## src/inc/spd_pkg.sv

```systemverilog
// spd_pkg: widths, field positions, reset values and ratio table of the synthesizer core
package spd_pkg;

	// ************************************************************
	// word layout
	// ************************************************************
	localparam int SPD_WORD_W  = 17;
	localparam int SPD_SWAL_W  = 7;
	localparam int SPD_PROG_W  = 10;
	localparam int SPD_SWAL_LSB = 0;
	localparam int SPD_PROG_LSB = 7;

	// ************************************************************
	// reset values
	// ************************************************************
	// latch wakes up with prog = 5, swallow = 0, the smallest legal setting
	localparam logic [16:0] SPD_LATCH_RST = 17'h00280;
	localparam logic [16:0] SPD_SHIFT_RST = 17'h00000;
	localparam logic [9:0]  SPD_PROG_ONE  = 10'h001;
	localparam logic [6:0]  SPD_SWAL_ZERO = 7'h00;

	// ************************************************************
	// input synchroniser and reference divider
	// ************************************************************
	localparam int SPD_SYNC_W = 8;
	localparam int SPD_SEL_W  = 3;
	localparam int SPD_REF_W  = 11;
	localparam logic [10:0] SPD_REF_ZERO = 11'h000;

	// terminal counts (ratio minus one) for 1/8 .. 1/2048, ascending select code
	localparam logic [10:0] SPD_REF_LAST [8] = '{
		11'h007, 11'h00f, 11'h03f, 11'h07f,
		11'h0ff, 11'h1ff, 11'h3ff, 11'h7ff
	};

	// phase detector states
	typedef enum logic [1:0] {
		SPD_PFD_IDLE,
		SPD_PFD_UP,
		SPD_PFD_DN
	} spd_pfd_t;

	// select code to reference terminal count
	function automatic logic [10:0] spd_ref_last(input logic [2:0] sel);
		spd_ref_last = SPD_REF_LAST[sel];
	endfunction

endpackage

```

## src/rtl/spd_ref_divider.sv

```systemverilog
// spd_ref_divider: oscillator edge divider with eight selectable ratios
module spd_ref_divider (
	// clock and reset
	input  logic                           clk,
	input  logic                           rst_n,
	// oscillator edge enable and ratio select
	input  logic                           osc_rise,
	input  logic [spd_pkg::SPD_SEL_W-1:0]  ratio_sel,
	// divided output
	output logic                           ref_pulse
);
	import spd_pkg::*;

	logic [SPD_REF_W-1:0] cnt_r;
	logic [SPD_REF_W-1:0] cnt_nxt;
	logic                 pulse_r;
	logic                 pulse_nxt;
	logic                 at_end;
	logic [SPD_REF_W-1:0] last_cnt;

	// ************************************************************
	// down counter
	// ************************************************************
	// a new select takes effect at the next reload, so no short period appears
	assign last_cnt  = spd_ref_last(ratio_sel);
	assign at_end    = osc_rise && (cnt_r == SPD_REF_ZERO);
	assign cnt_nxt   = at_end ? last_cnt : (osc_rise ? cnt_r - 11'h001 : cnt_r);
	assign pulse_nxt = at_end;

	// counter and one-cycle pulse
	always_ff @(posedge clk or negedge rst_n) begin
		if (!rst_n) begin
			cnt_r   <= SPD_REF_ZERO;
			pulse_r <= 1'h0;
		end else begin
			cnt_r   <= cnt_nxt;
			pulse_r <= pulse_nxt;
		end
	end

	assign ref_pulse = pulse_r;
endmodule

```

## src/rtl/spd_core.sv

```systemverilog
// spd_core: serial-programmed pulse-swallow divider, reference divider and phase detector
module spd_core (
	// clock and reset
	input  logic                           clk,
	input  logic                           rst_n,
	// serial programming pins
	input  logic                           ser_clk,
	input  logic                           ser_data,
	input  logic                           latch_transfer_strobe,
	// reference ratio select pins
	input  logic                           ref_ratio_select_0,
	input  logic                           ref_ratio_select_1,
	input  logic                           ref_ratio_select_2,
	// divider inputs
	input  logic                           osc_in,
	input  logic                           prescaler_in,
	// prescaler modulus control
	output logic                           mod_ctrl,
	// divided frequency monitors
	output logic                           reference_divided_freq,
	output logic                           feedback_divided_freq,
	// on-chip three-state pump
	output logic                           pump_out,
	output logic                           pump_oe_n,
	// external pump drive
	output logic                           ext_pump_up,
	output logic                           ext_pump_dn,
	// active divide setting
	output logic [spd_pkg::SPD_SWAL_W-1:0] swallow_value,
	output logic [spd_pkg::SPD_PROG_W-1:0] prog_value
);
	import spd_pkg::*;

	// ************************************************************
	// input synchronisers
	// ************************************************************
	logic [SPD_SYNC_W-1:0] pin_raw;
	logic [SPD_SYNC_W-1:0] meta_r;
	logic [SPD_SYNC_W-1:0] sync_r;
	logic [SPD_SYNC_W-1:0] prev_r;
	logic [SPD_SYNC_W-1:0] rise;

	assign pin_raw = {ref_ratio_select_2, ref_ratio_select_1, ref_ratio_select_0,
		latch_transfer_strobe, ser_data, ser_clk, prescaler_in, osc_in};

	// every pin crosses two flops; the third stage only feeds edge detection
	always_ff @(posedge clk or negedge rst_n) begin
		if (!rst_n) begin
			meta_r <= '0;
			sync_r <= '0;
			prev_r <= '0;
		end else begin
			meta_r <= pin_raw;
			sync_r <= meta_r;
			prev_r <= sync_r;
		end
	end

	// rising edge of each synchronised pin
	genvar gi;
	generate
		for (gi = 0; gi < SPD_SYNC_W; gi++) begin : g_edge
			assign rise[gi] = sync_r[gi] & ~prev_r[gi];
		end
	endgenerate

	// named views of the synchronised pins
	logic                 osc_rise;
	logic                 fin_rise;
	logic                 sclk_rise;
	logic                 sdata_s;
	logic                 strobe_s;
	logic [SPD_SEL_W-1:0] sel_s;

	assign osc_rise  = rise[0];
	assign fin_rise  = rise[1];
	assign sclk_rise = rise[2];
	assign sdata_s   = sync_r[3];
	assign strobe_s  = sync_r[4];
	assign sel_s     = sync_r[7:5];

	// ************************************************************
	// serial shift register and latch
	// ************************************************************
	logic [SPD_WORD_W-1:0] shift_r;
	logic [SPD_WORD_W-1:0] shift_nxt;
	logic [SPD_WORD_W-1:0] latch_r;
	logic [SPD_WORD_W-1:0] latch_nxt;

	// first bit in ends in the top position after 17 shifts
	assign shift_nxt = sclk_rise ? {shift_r[SPD_WORD_W-2:0], sdata_s} : shift_r;
	// level-sensitive transfer: shifting during a high strobe flows through
	assign latch_nxt = strobe_s ? shift_r : latch_r;

	// shift and latch storage
	always_ff @(posedge clk or negedge rst_n) begin
		if (!rst_n) begin
			shift_r <= SPD_SHIFT_RST;
			latch_r <= SPD_LATCH_RST;
		end else begin
			shift_r <= shift_nxt;
			latch_r <= latch_nxt;
		end
	end

	// ************************************************************
	// divide setting fields
	// ************************************************************
	logic [SPD_SWAL_W-1:0] swal_set;
	logic [SPD_PROG_W-1:0] prog_set;

	// plain binary, no offset or coding
	assign swal_set = latch_r[SPD_SWAL_LSB +: SPD_SWAL_W];
	assign prog_set = latch_r[SPD_PROG_LSB +: SPD_PROG_W];

	// ************************************************************
	// pulse swallow divider
	// ************************************************************
	logic [SPD_PROG_W-1:0] prog_cnt_r;
	logic [SPD_PROG_W-1:0] prog_cnt_nxt;
	logic [SPD_SWAL_W-1:0] swal_cnt_r;
	logic [SPD_SWAL_W-1:0] swal_cnt_nxt;
	logic                  mod_r;
	logic                  mod_nxt;
	logic                  fv_r;
	logic                  fv_due;

	// the last prescaler period of a divide cycle reloads both counters;
	// a programmable value below five is not guarded here, the host avoids it
	assign fv_due = fin_rise && (prog_cnt_r == SPD_PROG_ONE);

	// counters step once per prescaler output rising edge; the swallow counter holds at zero
	assign prog_cnt_nxt = fv_due ? prog_set :
		(fin_rise ? prog_cnt_r - 10'h001 : prog_cnt_r);
	assign swal_cnt_nxt = fv_due ? swal_set :
		((fin_rise && swal_cnt_r != SPD_SWAL_ZERO) ? swal_cnt_r - 7'h01 : swal_cnt_r);

	// high modulus while swallow count remains, so N*M + A input cycles pass
	assign mod_nxt = (swal_cnt_nxt != SPD_SWAL_ZERO);

	// divider state
	always_ff @(posedge clk or negedge rst_n) begin
		if (!rst_n) begin
			prog_cnt_r <= SPD_PROG_ONE;
			swal_cnt_r <= SPD_SWAL_ZERO;
			mod_r      <= 1'h0;
			fv_r       <= 1'h0;
		end else begin
			prog_cnt_r <= prog_cnt_nxt;
			swal_cnt_r <= swal_cnt_nxt;
			mod_r      <= mod_nxt;
			fv_r       <= fv_due;
		end
	end

	// ************************************************************
	// reference divider
	// ************************************************************
	logic fr_pulse;

	spd_ref_divider u_ref_div (
		.clk       (clk),
		.rst_n     (rst_n),
		.osc_rise  (osc_rise),
		.ratio_sel (sel_s),
		.ref_pulse (fr_pulse)
	);

	// ************************************************************
	// phase detector
	// ************************************************************
	spd_pfd_t pfd_r;
	spd_pfd_t pfd_nxt;

	// an edge arriving with the opposite one cancels it; coincident edges
	// are treated as aligned and leave the pump released
	always_comb begin
		pfd_nxt = pfd_r;
		case (pfd_r)
			SPD_PFD_IDLE: begin
				if (fr_pulse && !fv_r) begin
					pfd_nxt = SPD_PFD_UP;
				end else if (fv_r && !fr_pulse) begin
					pfd_nxt = SPD_PFD_DN;
				end
			end
			SPD_PFD_UP: begin
				if (fv_r) begin
					pfd_nxt = SPD_PFD_IDLE;
				end
			end
			SPD_PFD_DN: begin
				if (fr_pulse) begin
					pfd_nxt = SPD_PFD_IDLE;
				end
			end
			default: begin
				pfd_nxt = SPD_PFD_IDLE;
			end
		endcase
	end

	// pump drives decode from the next state so they stay aligned to it
	logic pump_hi_nxt;
	logic pump_lo_nxt;
	logic pump_hi_r;
	logic pump_lo_r;
	logic pump_oe_n_nxt;
	logic pump_oe_n_r;

	assign pump_hi_nxt = (pfd_nxt == SPD_PFD_UP);
	assign pump_lo_nxt = (pfd_nxt == SPD_PFD_DN);
	// enable has its own flop so the pin never sees a decode glitch
	assign pump_oe_n_nxt = ~(pump_hi_nxt | pump_lo_nxt);

	// detector state and pump flops
	always_ff @(posedge clk or negedge rst_n) begin
		if (!rst_n) begin
			pfd_r       <= SPD_PFD_IDLE;
			pump_hi_r   <= 1'h0;
			pump_lo_r   <= 1'h0;
			pump_oe_n_r <= 1'h1;
		end else begin
			pfd_r       <= pfd_nxt;
			pump_hi_r   <= pump_hi_nxt;
			pump_lo_r   <= pump_lo_nxt;
			pump_oe_n_r <= pump_oe_n_nxt;
		end
	end

	// ************************************************************
	// outputs
	// ************************************************************
	// on-chip pump: enable low while driving, level follows direction
	assign pump_oe_n   = pump_oe_n_r;
	assign pump_out    = pump_hi_r;
	// external pump gets separate up and down levels
	assign ext_pump_up = pump_hi_r;
	assign ext_pump_dn = pump_lo_r;

	// monitors and prescaler control
	assign mod_ctrl               = mod_r;
	assign feedback_divided_freq  = fv_r;
	assign reference_divided_freq = fr_pulse;
	assign swallow_value          = swal_set;
	assign prog_value             = prog_set;

endmodule

```

## config.mk

```make
export PLATFORM = sky130hd
export DESIGN_NAME = spd_core
export DESIGN_NICKNAME = d
export VERILOG_FILES = /design/src/inc/spd_pkg.sv /design/src/rtl/spd_ref_divider.sv /design/src/rtl/spd_core.sv
export SDC_FILE = /design/constraint.sdc
export NUM_CORES = 1
export LEC_CHECK = 0
export ABC_AREA = 1
export BUFFER_PORTS_ARGS = -buffer_cell sky130_fd_sc_hd__buf_2
export CORE_MARGIN = 2
export CORE_UTILIZATION = 50
export CTS_CLUSTER_SIZE = 25
export DETAILED_ROUTE_END_ITERATION = 10
export PLACE_DENSITY = 0.69
export SETUP_SLACK_MARGIN = 0.5
export SYNTH_ARGS = -nofsm -noshare
export SYNTH_HDL_FRONTEND = slang
export SYNTH_HIERARCHICAL = 1
export SYNTH_SLANG_ARGS = --single-unit
```

## constraint.sdc

```tcl
create_clock -name clk -period 1.9 [get_ports clk]
set_input_delay 0.095 -clock clk [delete_from_list [all_inputs] [get_ports clk]]
set_output_delay 0.095 -clock clk [all_outputs]
set_load 0.02 [all_outputs]
```

# After elaboration in Yosys (flattened, before gate mapping)
# Memory sizes are Yosys's and may differ from the RTL's.
# Index checks and enable logic that the tools add are counted.
# W data, S select, Z words.
# op_classes
n_addsub	3
order_cmp	1
bitwise	9
n_reduce_logical	13
eq_ne	5
muxes	13
# ops
operator	n
$mux W11	4
$mux W10	2
$mux W7	2
$reduce_bool A7 Y1	2
$logic_not A11 Y1	1
$sub A11 B1 Y11 const B	1
$eq A10 B1 Y1 const B	1
$sub A10 B1 Y10 const B	1
$mux W2	4
$sub A7 B1 Y7 const B	1
$pmux W2 S3	1
$logic_and A1 B1 Y1	5
$eq A2 B1 Y1 const B	2
$eq A2 B2 Y1 const B	2
$ge A4 B4 Y1 const B	1
$not A1 Y1	4
$not A3 Y4	1
$reduce_bool A2 Y1	2
$and A1 B1 Y1	3
$logic_not A1 Y1	2
$logic_not A2 Y1	1
$or A1 B1 Y1	1
# totals
out_inout_bits	24
inputBits	10
mem_count	1
elab_cells	60
register_bits	89
rom_bits	88
# memory_table
name	words	word_bits	rd	rd_clocked_by_memory_dff	wr	line	source
(name not given)	8	11	1	0	0	spd_pkg.sv:45	spd_ref_last = SPD_REF_LAST[sel];

# Logic depth before layout (Yosys ltp)
# depth
ltp_word	8
ltp_mapped	13

# Cells and area by module
# Netlist, hierarchy kept.
# by_module_without_submodules
mod	seq_area_each_um2	n_inst	area_each_um2	cells_each
spd_core	1931.9	1	3239.4	300
spd_ref_divider	300.3	1	849.6	135

# Least setup slack after synthesis
# No wires, ideal clock.
# synth_path
path_type	flip-flop to flip-flop
start	register swal_cnt_r[0]
end	register mod_r (netlist: mod_ctrl)
path_slack_ps	378
path_buffers	0
stages_incl_launch_ff	14
arrival_ps	1397
cell_sequence	dfrtp_1 > inv_1 > ha_1 > inv_1 > nor2_1 > nand3_2 > nand2_4 > inv_2 > nand2_1 > nand2_1 > nand2_1 > nand2_1 > nor2_1 > nand3_1
# synth_via
elab_chain_cells	5
elab_cells_between_ends	6
classes_between	add/sub: 1; mux: 2; reduce/logical: 3
# synth_lines
item	line	source
from (decl)	spd_core.sv:121	logic [SPD_SWAL_W-1:0] swal_cnt_r;
from (signal assigned)	spd_core.sv:150	swal_cnt_r <= swal_cnt_nxt;
branches (longest 2 deep; another with $sub A7 B1 Y7)	--	
$mux W7 *	spd_core.sv:136	((fin_rise && swal_cnt_r != SPD_SWAL_ZERO) ? swal_cnt_r - 7'h01 : swal_cnt_r);
$mux W7 *	spd_core.sv:135	assign swal_cnt_nxt = fv_due ? swal_set :
via swal_cnt_nxt[3]	spd_core.sv:122	logic [SPD_SWAL_W-1:0] swal_cnt_nxt;
$reduce_bool A7 Y1 *	spd_core.sv:139	assign mod_nxt = (swal_cnt_nxt != SPD_SWAL_ZERO);
via mod_nxt	spd_core.sv:124	logic mod_nxt;
to (signal assigned)	spd_core.sv:151	mod_r <= mod_nxt;
to (decl)	spd_core.sv:123	logic mod_r;
# Mark *: on every way through the listed nets, which the timed path passes.
# A chain may end at the register's enable or synchronous reset.

# Worst setup path in the final report
# Same ends and word-level chain as after synthesis.

==> metrics.cfg <==
[status]
status=finished clean

[setup_path]
slowest_stage=dfrtp_1
path_cells=inv_2 -> ha_4 -> inv_2 -> nor2_4 -> nand3_4 -> nand2_4 -> inv_4 -> nand2_2 -> nand2_1 -> nand2_1 -> nand2_2 -> nor2_2 -> nand3_1
worstSetupPathType=reg2reg
critPathMaxFanout=6
cp-start-kind=register
worst_setup_path_end_kind=register
cp.required_ns=2.14
worst_path_largest_cell_delay_ns=0.40
critPathArrivalTime_ns=1.84

[final_layout]
syn_to_final_growth_pct=28.1
final_nets=537
drive_gt1_frac=0.397
diodes=0

[detailed_routing]
dr.pass1.iters=5
wl_per_cell_um=13.7
finalWirelength_um=8600
drtIter0Drc=144
wl_met2_um=4370
vias=3146
vias_per_cell=5.03
top_layer=met4
routed-wl-met3_um=220
drc=0
wirelength_met1_um=3910
antenna_left=0

[logic_synthesis]
syn_avg_cell_area_um2=9.40
synthDistinctLibCells=39
synth_ff_type=dfrtp_1
synth_top_area_frac=0.520
yosys.cell_count.top_type=nand2_1
syn_area_um2=4090
ys_seq_area_frac=0.546
yosys.area.top_type=dfrtp_1
syn_inst=435
ys_seq_elements=89
yosysWarnings=6
synth_edf_count=0
async_flop_share=1.00
synth_common_cells=nand2_1, dfrtp_1, inv_1, nor2_1, nand3_1
synth_nets=453
synth.area.top_cells=dfrtp_1, nand2_1, mux2_2

[clocking]
cts_num_sinks=89
htree_levels=3
clkLatencyLatePin_ns=0.35
root_buffer=clkbuf_8
cts_tree=yes
cts_made_buffers=9
clockBufferDepth=2
clk_pin_slew_ns=0.09

[sta]
fin_skew_ns=0.0111
min_period_ns=1.60
fin_crit_sh=0.844
setup_violations=0
holdWs_ns=0.241
rsz0062_at_grt=yes
fmax_ghz=0.623
hold_violations=0
worst_pin_slew_ns=0.671
tns_ns=0
drv_slew=0
slew_headroom=0.552

[floorplan]
ioPinCount=34
coreArea_um2=7810
chipHeight_um=94.4
die_area_um2=8920
start_util=0.524
rows=32
die_width_um=94.4

[power_and_ir_drop]
vdd_drop_max_mv=0.799
clkPwrFrac=0.182
p_leak_nw=2.59
p_per_area_nw_per_um2=1360
seqPwrFrac=0.433
p_comb_frac=0.385
p_int_mw=4.31
power.share.switching=0.394
p_sw_mw=2.81

[placement]
place_congestion=0.859
hpwl_um=5440
port_buffers=33

[run]
maxCapViolCount=0

[global_routing]
grt_pass1_wl_um=13600
grt_pass1_vias=3005
grt_overflow=0
grt_max_degree=40
antenna_found_initial=0
grt_use_total=0.194

[min_path]
hp-class=in2async

[routing by layer]
layer,track usage,vias up
li1,-,1558
met2,0.324,55
met1,0.256,1525
met3,0.0375,8
met5,0,-
met4,0.0640,0
[kinds of logic after synthesis]
group	after synthesis	share of synthesized area
simple gates	205	0.227
mux	26	0.0716
fa+ha+maj	8	0.0245
flops	89	0.546
xor+xnor	7	0.0150
compound gates	42	0.0566
buf+inv	58	0.0597
[worst max-delay path, delay by kind of cell (launching register included)]
family,cells,cell delay [ns]
DFF,1,0.40
buffers and inverters,3,0.19
adders and majority gates,1,0.14
and+or+nand+nor,9,0.74
[layout by cell type, fill, tap and decap left out, drive strengths merged]
cell type    synthesis  routed
nand2              112     112
dfrtp               85      85
buf                  5      72
nor2                54      54
inv                 48      50
nand3               30      30
mux2                26      26
o21ai               25      25
clkbuf               3       9
dlygate4sd3          0       9
a21oi                9       9
ha                   8       8
xor2                 6       6
nand4                5       5
clkinv               2       5
dfstp                4       4
o31ai                2       2
o211ai               2       2
nor3b                1       1
and2                 1       1
nand3b               1       1
xnor2                1       1
o22ai                1       1
a21o                 1       1
bufinv               0       1
clkinvlp             0       1
a31oi                1       1
o21bai               1       1
nor3                 1       1
[per-stage QoR]
step	utilization	area, um2	setup WS (ns)	instances	power, mW
2_1_floorplan	-	4120	0.429	435	4.57
3_3_place_gp	0.570	4450	0.333	570	5.12
3_5_place_dp	0.570	4450	0.238	570	5.19
4_1_cts	0.629	4910	0.293	606	6.71
5_1_grt	0.671	5240	0.185	626	7.63
6_report	0.671	5240	0.296	626	7.12
[path summary, 6_finish.rpt]
| check | slack (ns) | cells after the start | startpoint | endpoint |
|---|---|---|---|---|
| max in group asynchronous | 0.99 | 3 | rst_n | prog_cnt_r[0]$_DFFE_PN1P_ |
| worst max register to register | 0.30 | 13 | swal_cnt_r[0]$_DFF_PN0_ | mod_ctrl$_DFF_PN0_ |
| worst max-delay path | 0.30 | 13 | swal_cnt_r[0]$_DFF_PN0_ | mod_ctrl$_DFF_PN0_ |
| worst min-delay path | 0.24 | 2 | rst_n | u_ref_div/cnt_r[7]$_DFFE_PN0P_ |
| worst min register to register | 0.35 | 0 | meta_r[7]$_DFF_PN0_ | sync_r[7]$_DFF_PN0_ |
| min in group clk | 0.35 | 0 | meta_r[7]$_DFF_PN0_ | sync_r[7]$_DFF_PN0_ |
[power groups by stage]
stage	clock network [mW]	logic, mW	registers, mW
after detailed placement	0	2.14	3.04
after global placement	0	2.10	3.02
after global routing	1.42	3.04	3.17
after CTS	1.32	2.36	3.03
after floorplan	0	1.46	3.11
final	1.29	2.75	3.08
[area by class of cell]
type | instances | area, um2
clock buffer | 9 | 124
clock inverter | 7 | 77.6
fill | 595 | 2570
inverter | 50 | 205
multi-input combinational | 288 | 1870
sequential | 89 | 2240
tap | 102 | 128
timing repair buffer | 81 | 593
[flip-flops by register name, indices dropped and copies added, names as in the netlist, 2 cells and up]
name and flops:
u_ref_div/cnt_r 11, sync_r 8, pfd_r 2, prev_r 3
shift_r 17, meta_r 8, latch_r 17, prog_cnt_r 10
swal_cnt_r 7
[what timing repair did]
item | in CTS | in global routing
cloned | 0 | 0
endpoints found under the setup margin | 41 | 28
hold buffers | 9 | 0
setup buffers | 11 | 20
gates resized for setup | 31 | 61
hold endpoints to repair | 42 | 0
pin swaps | 15 | 23
Power figures use the tool's default switching activity.
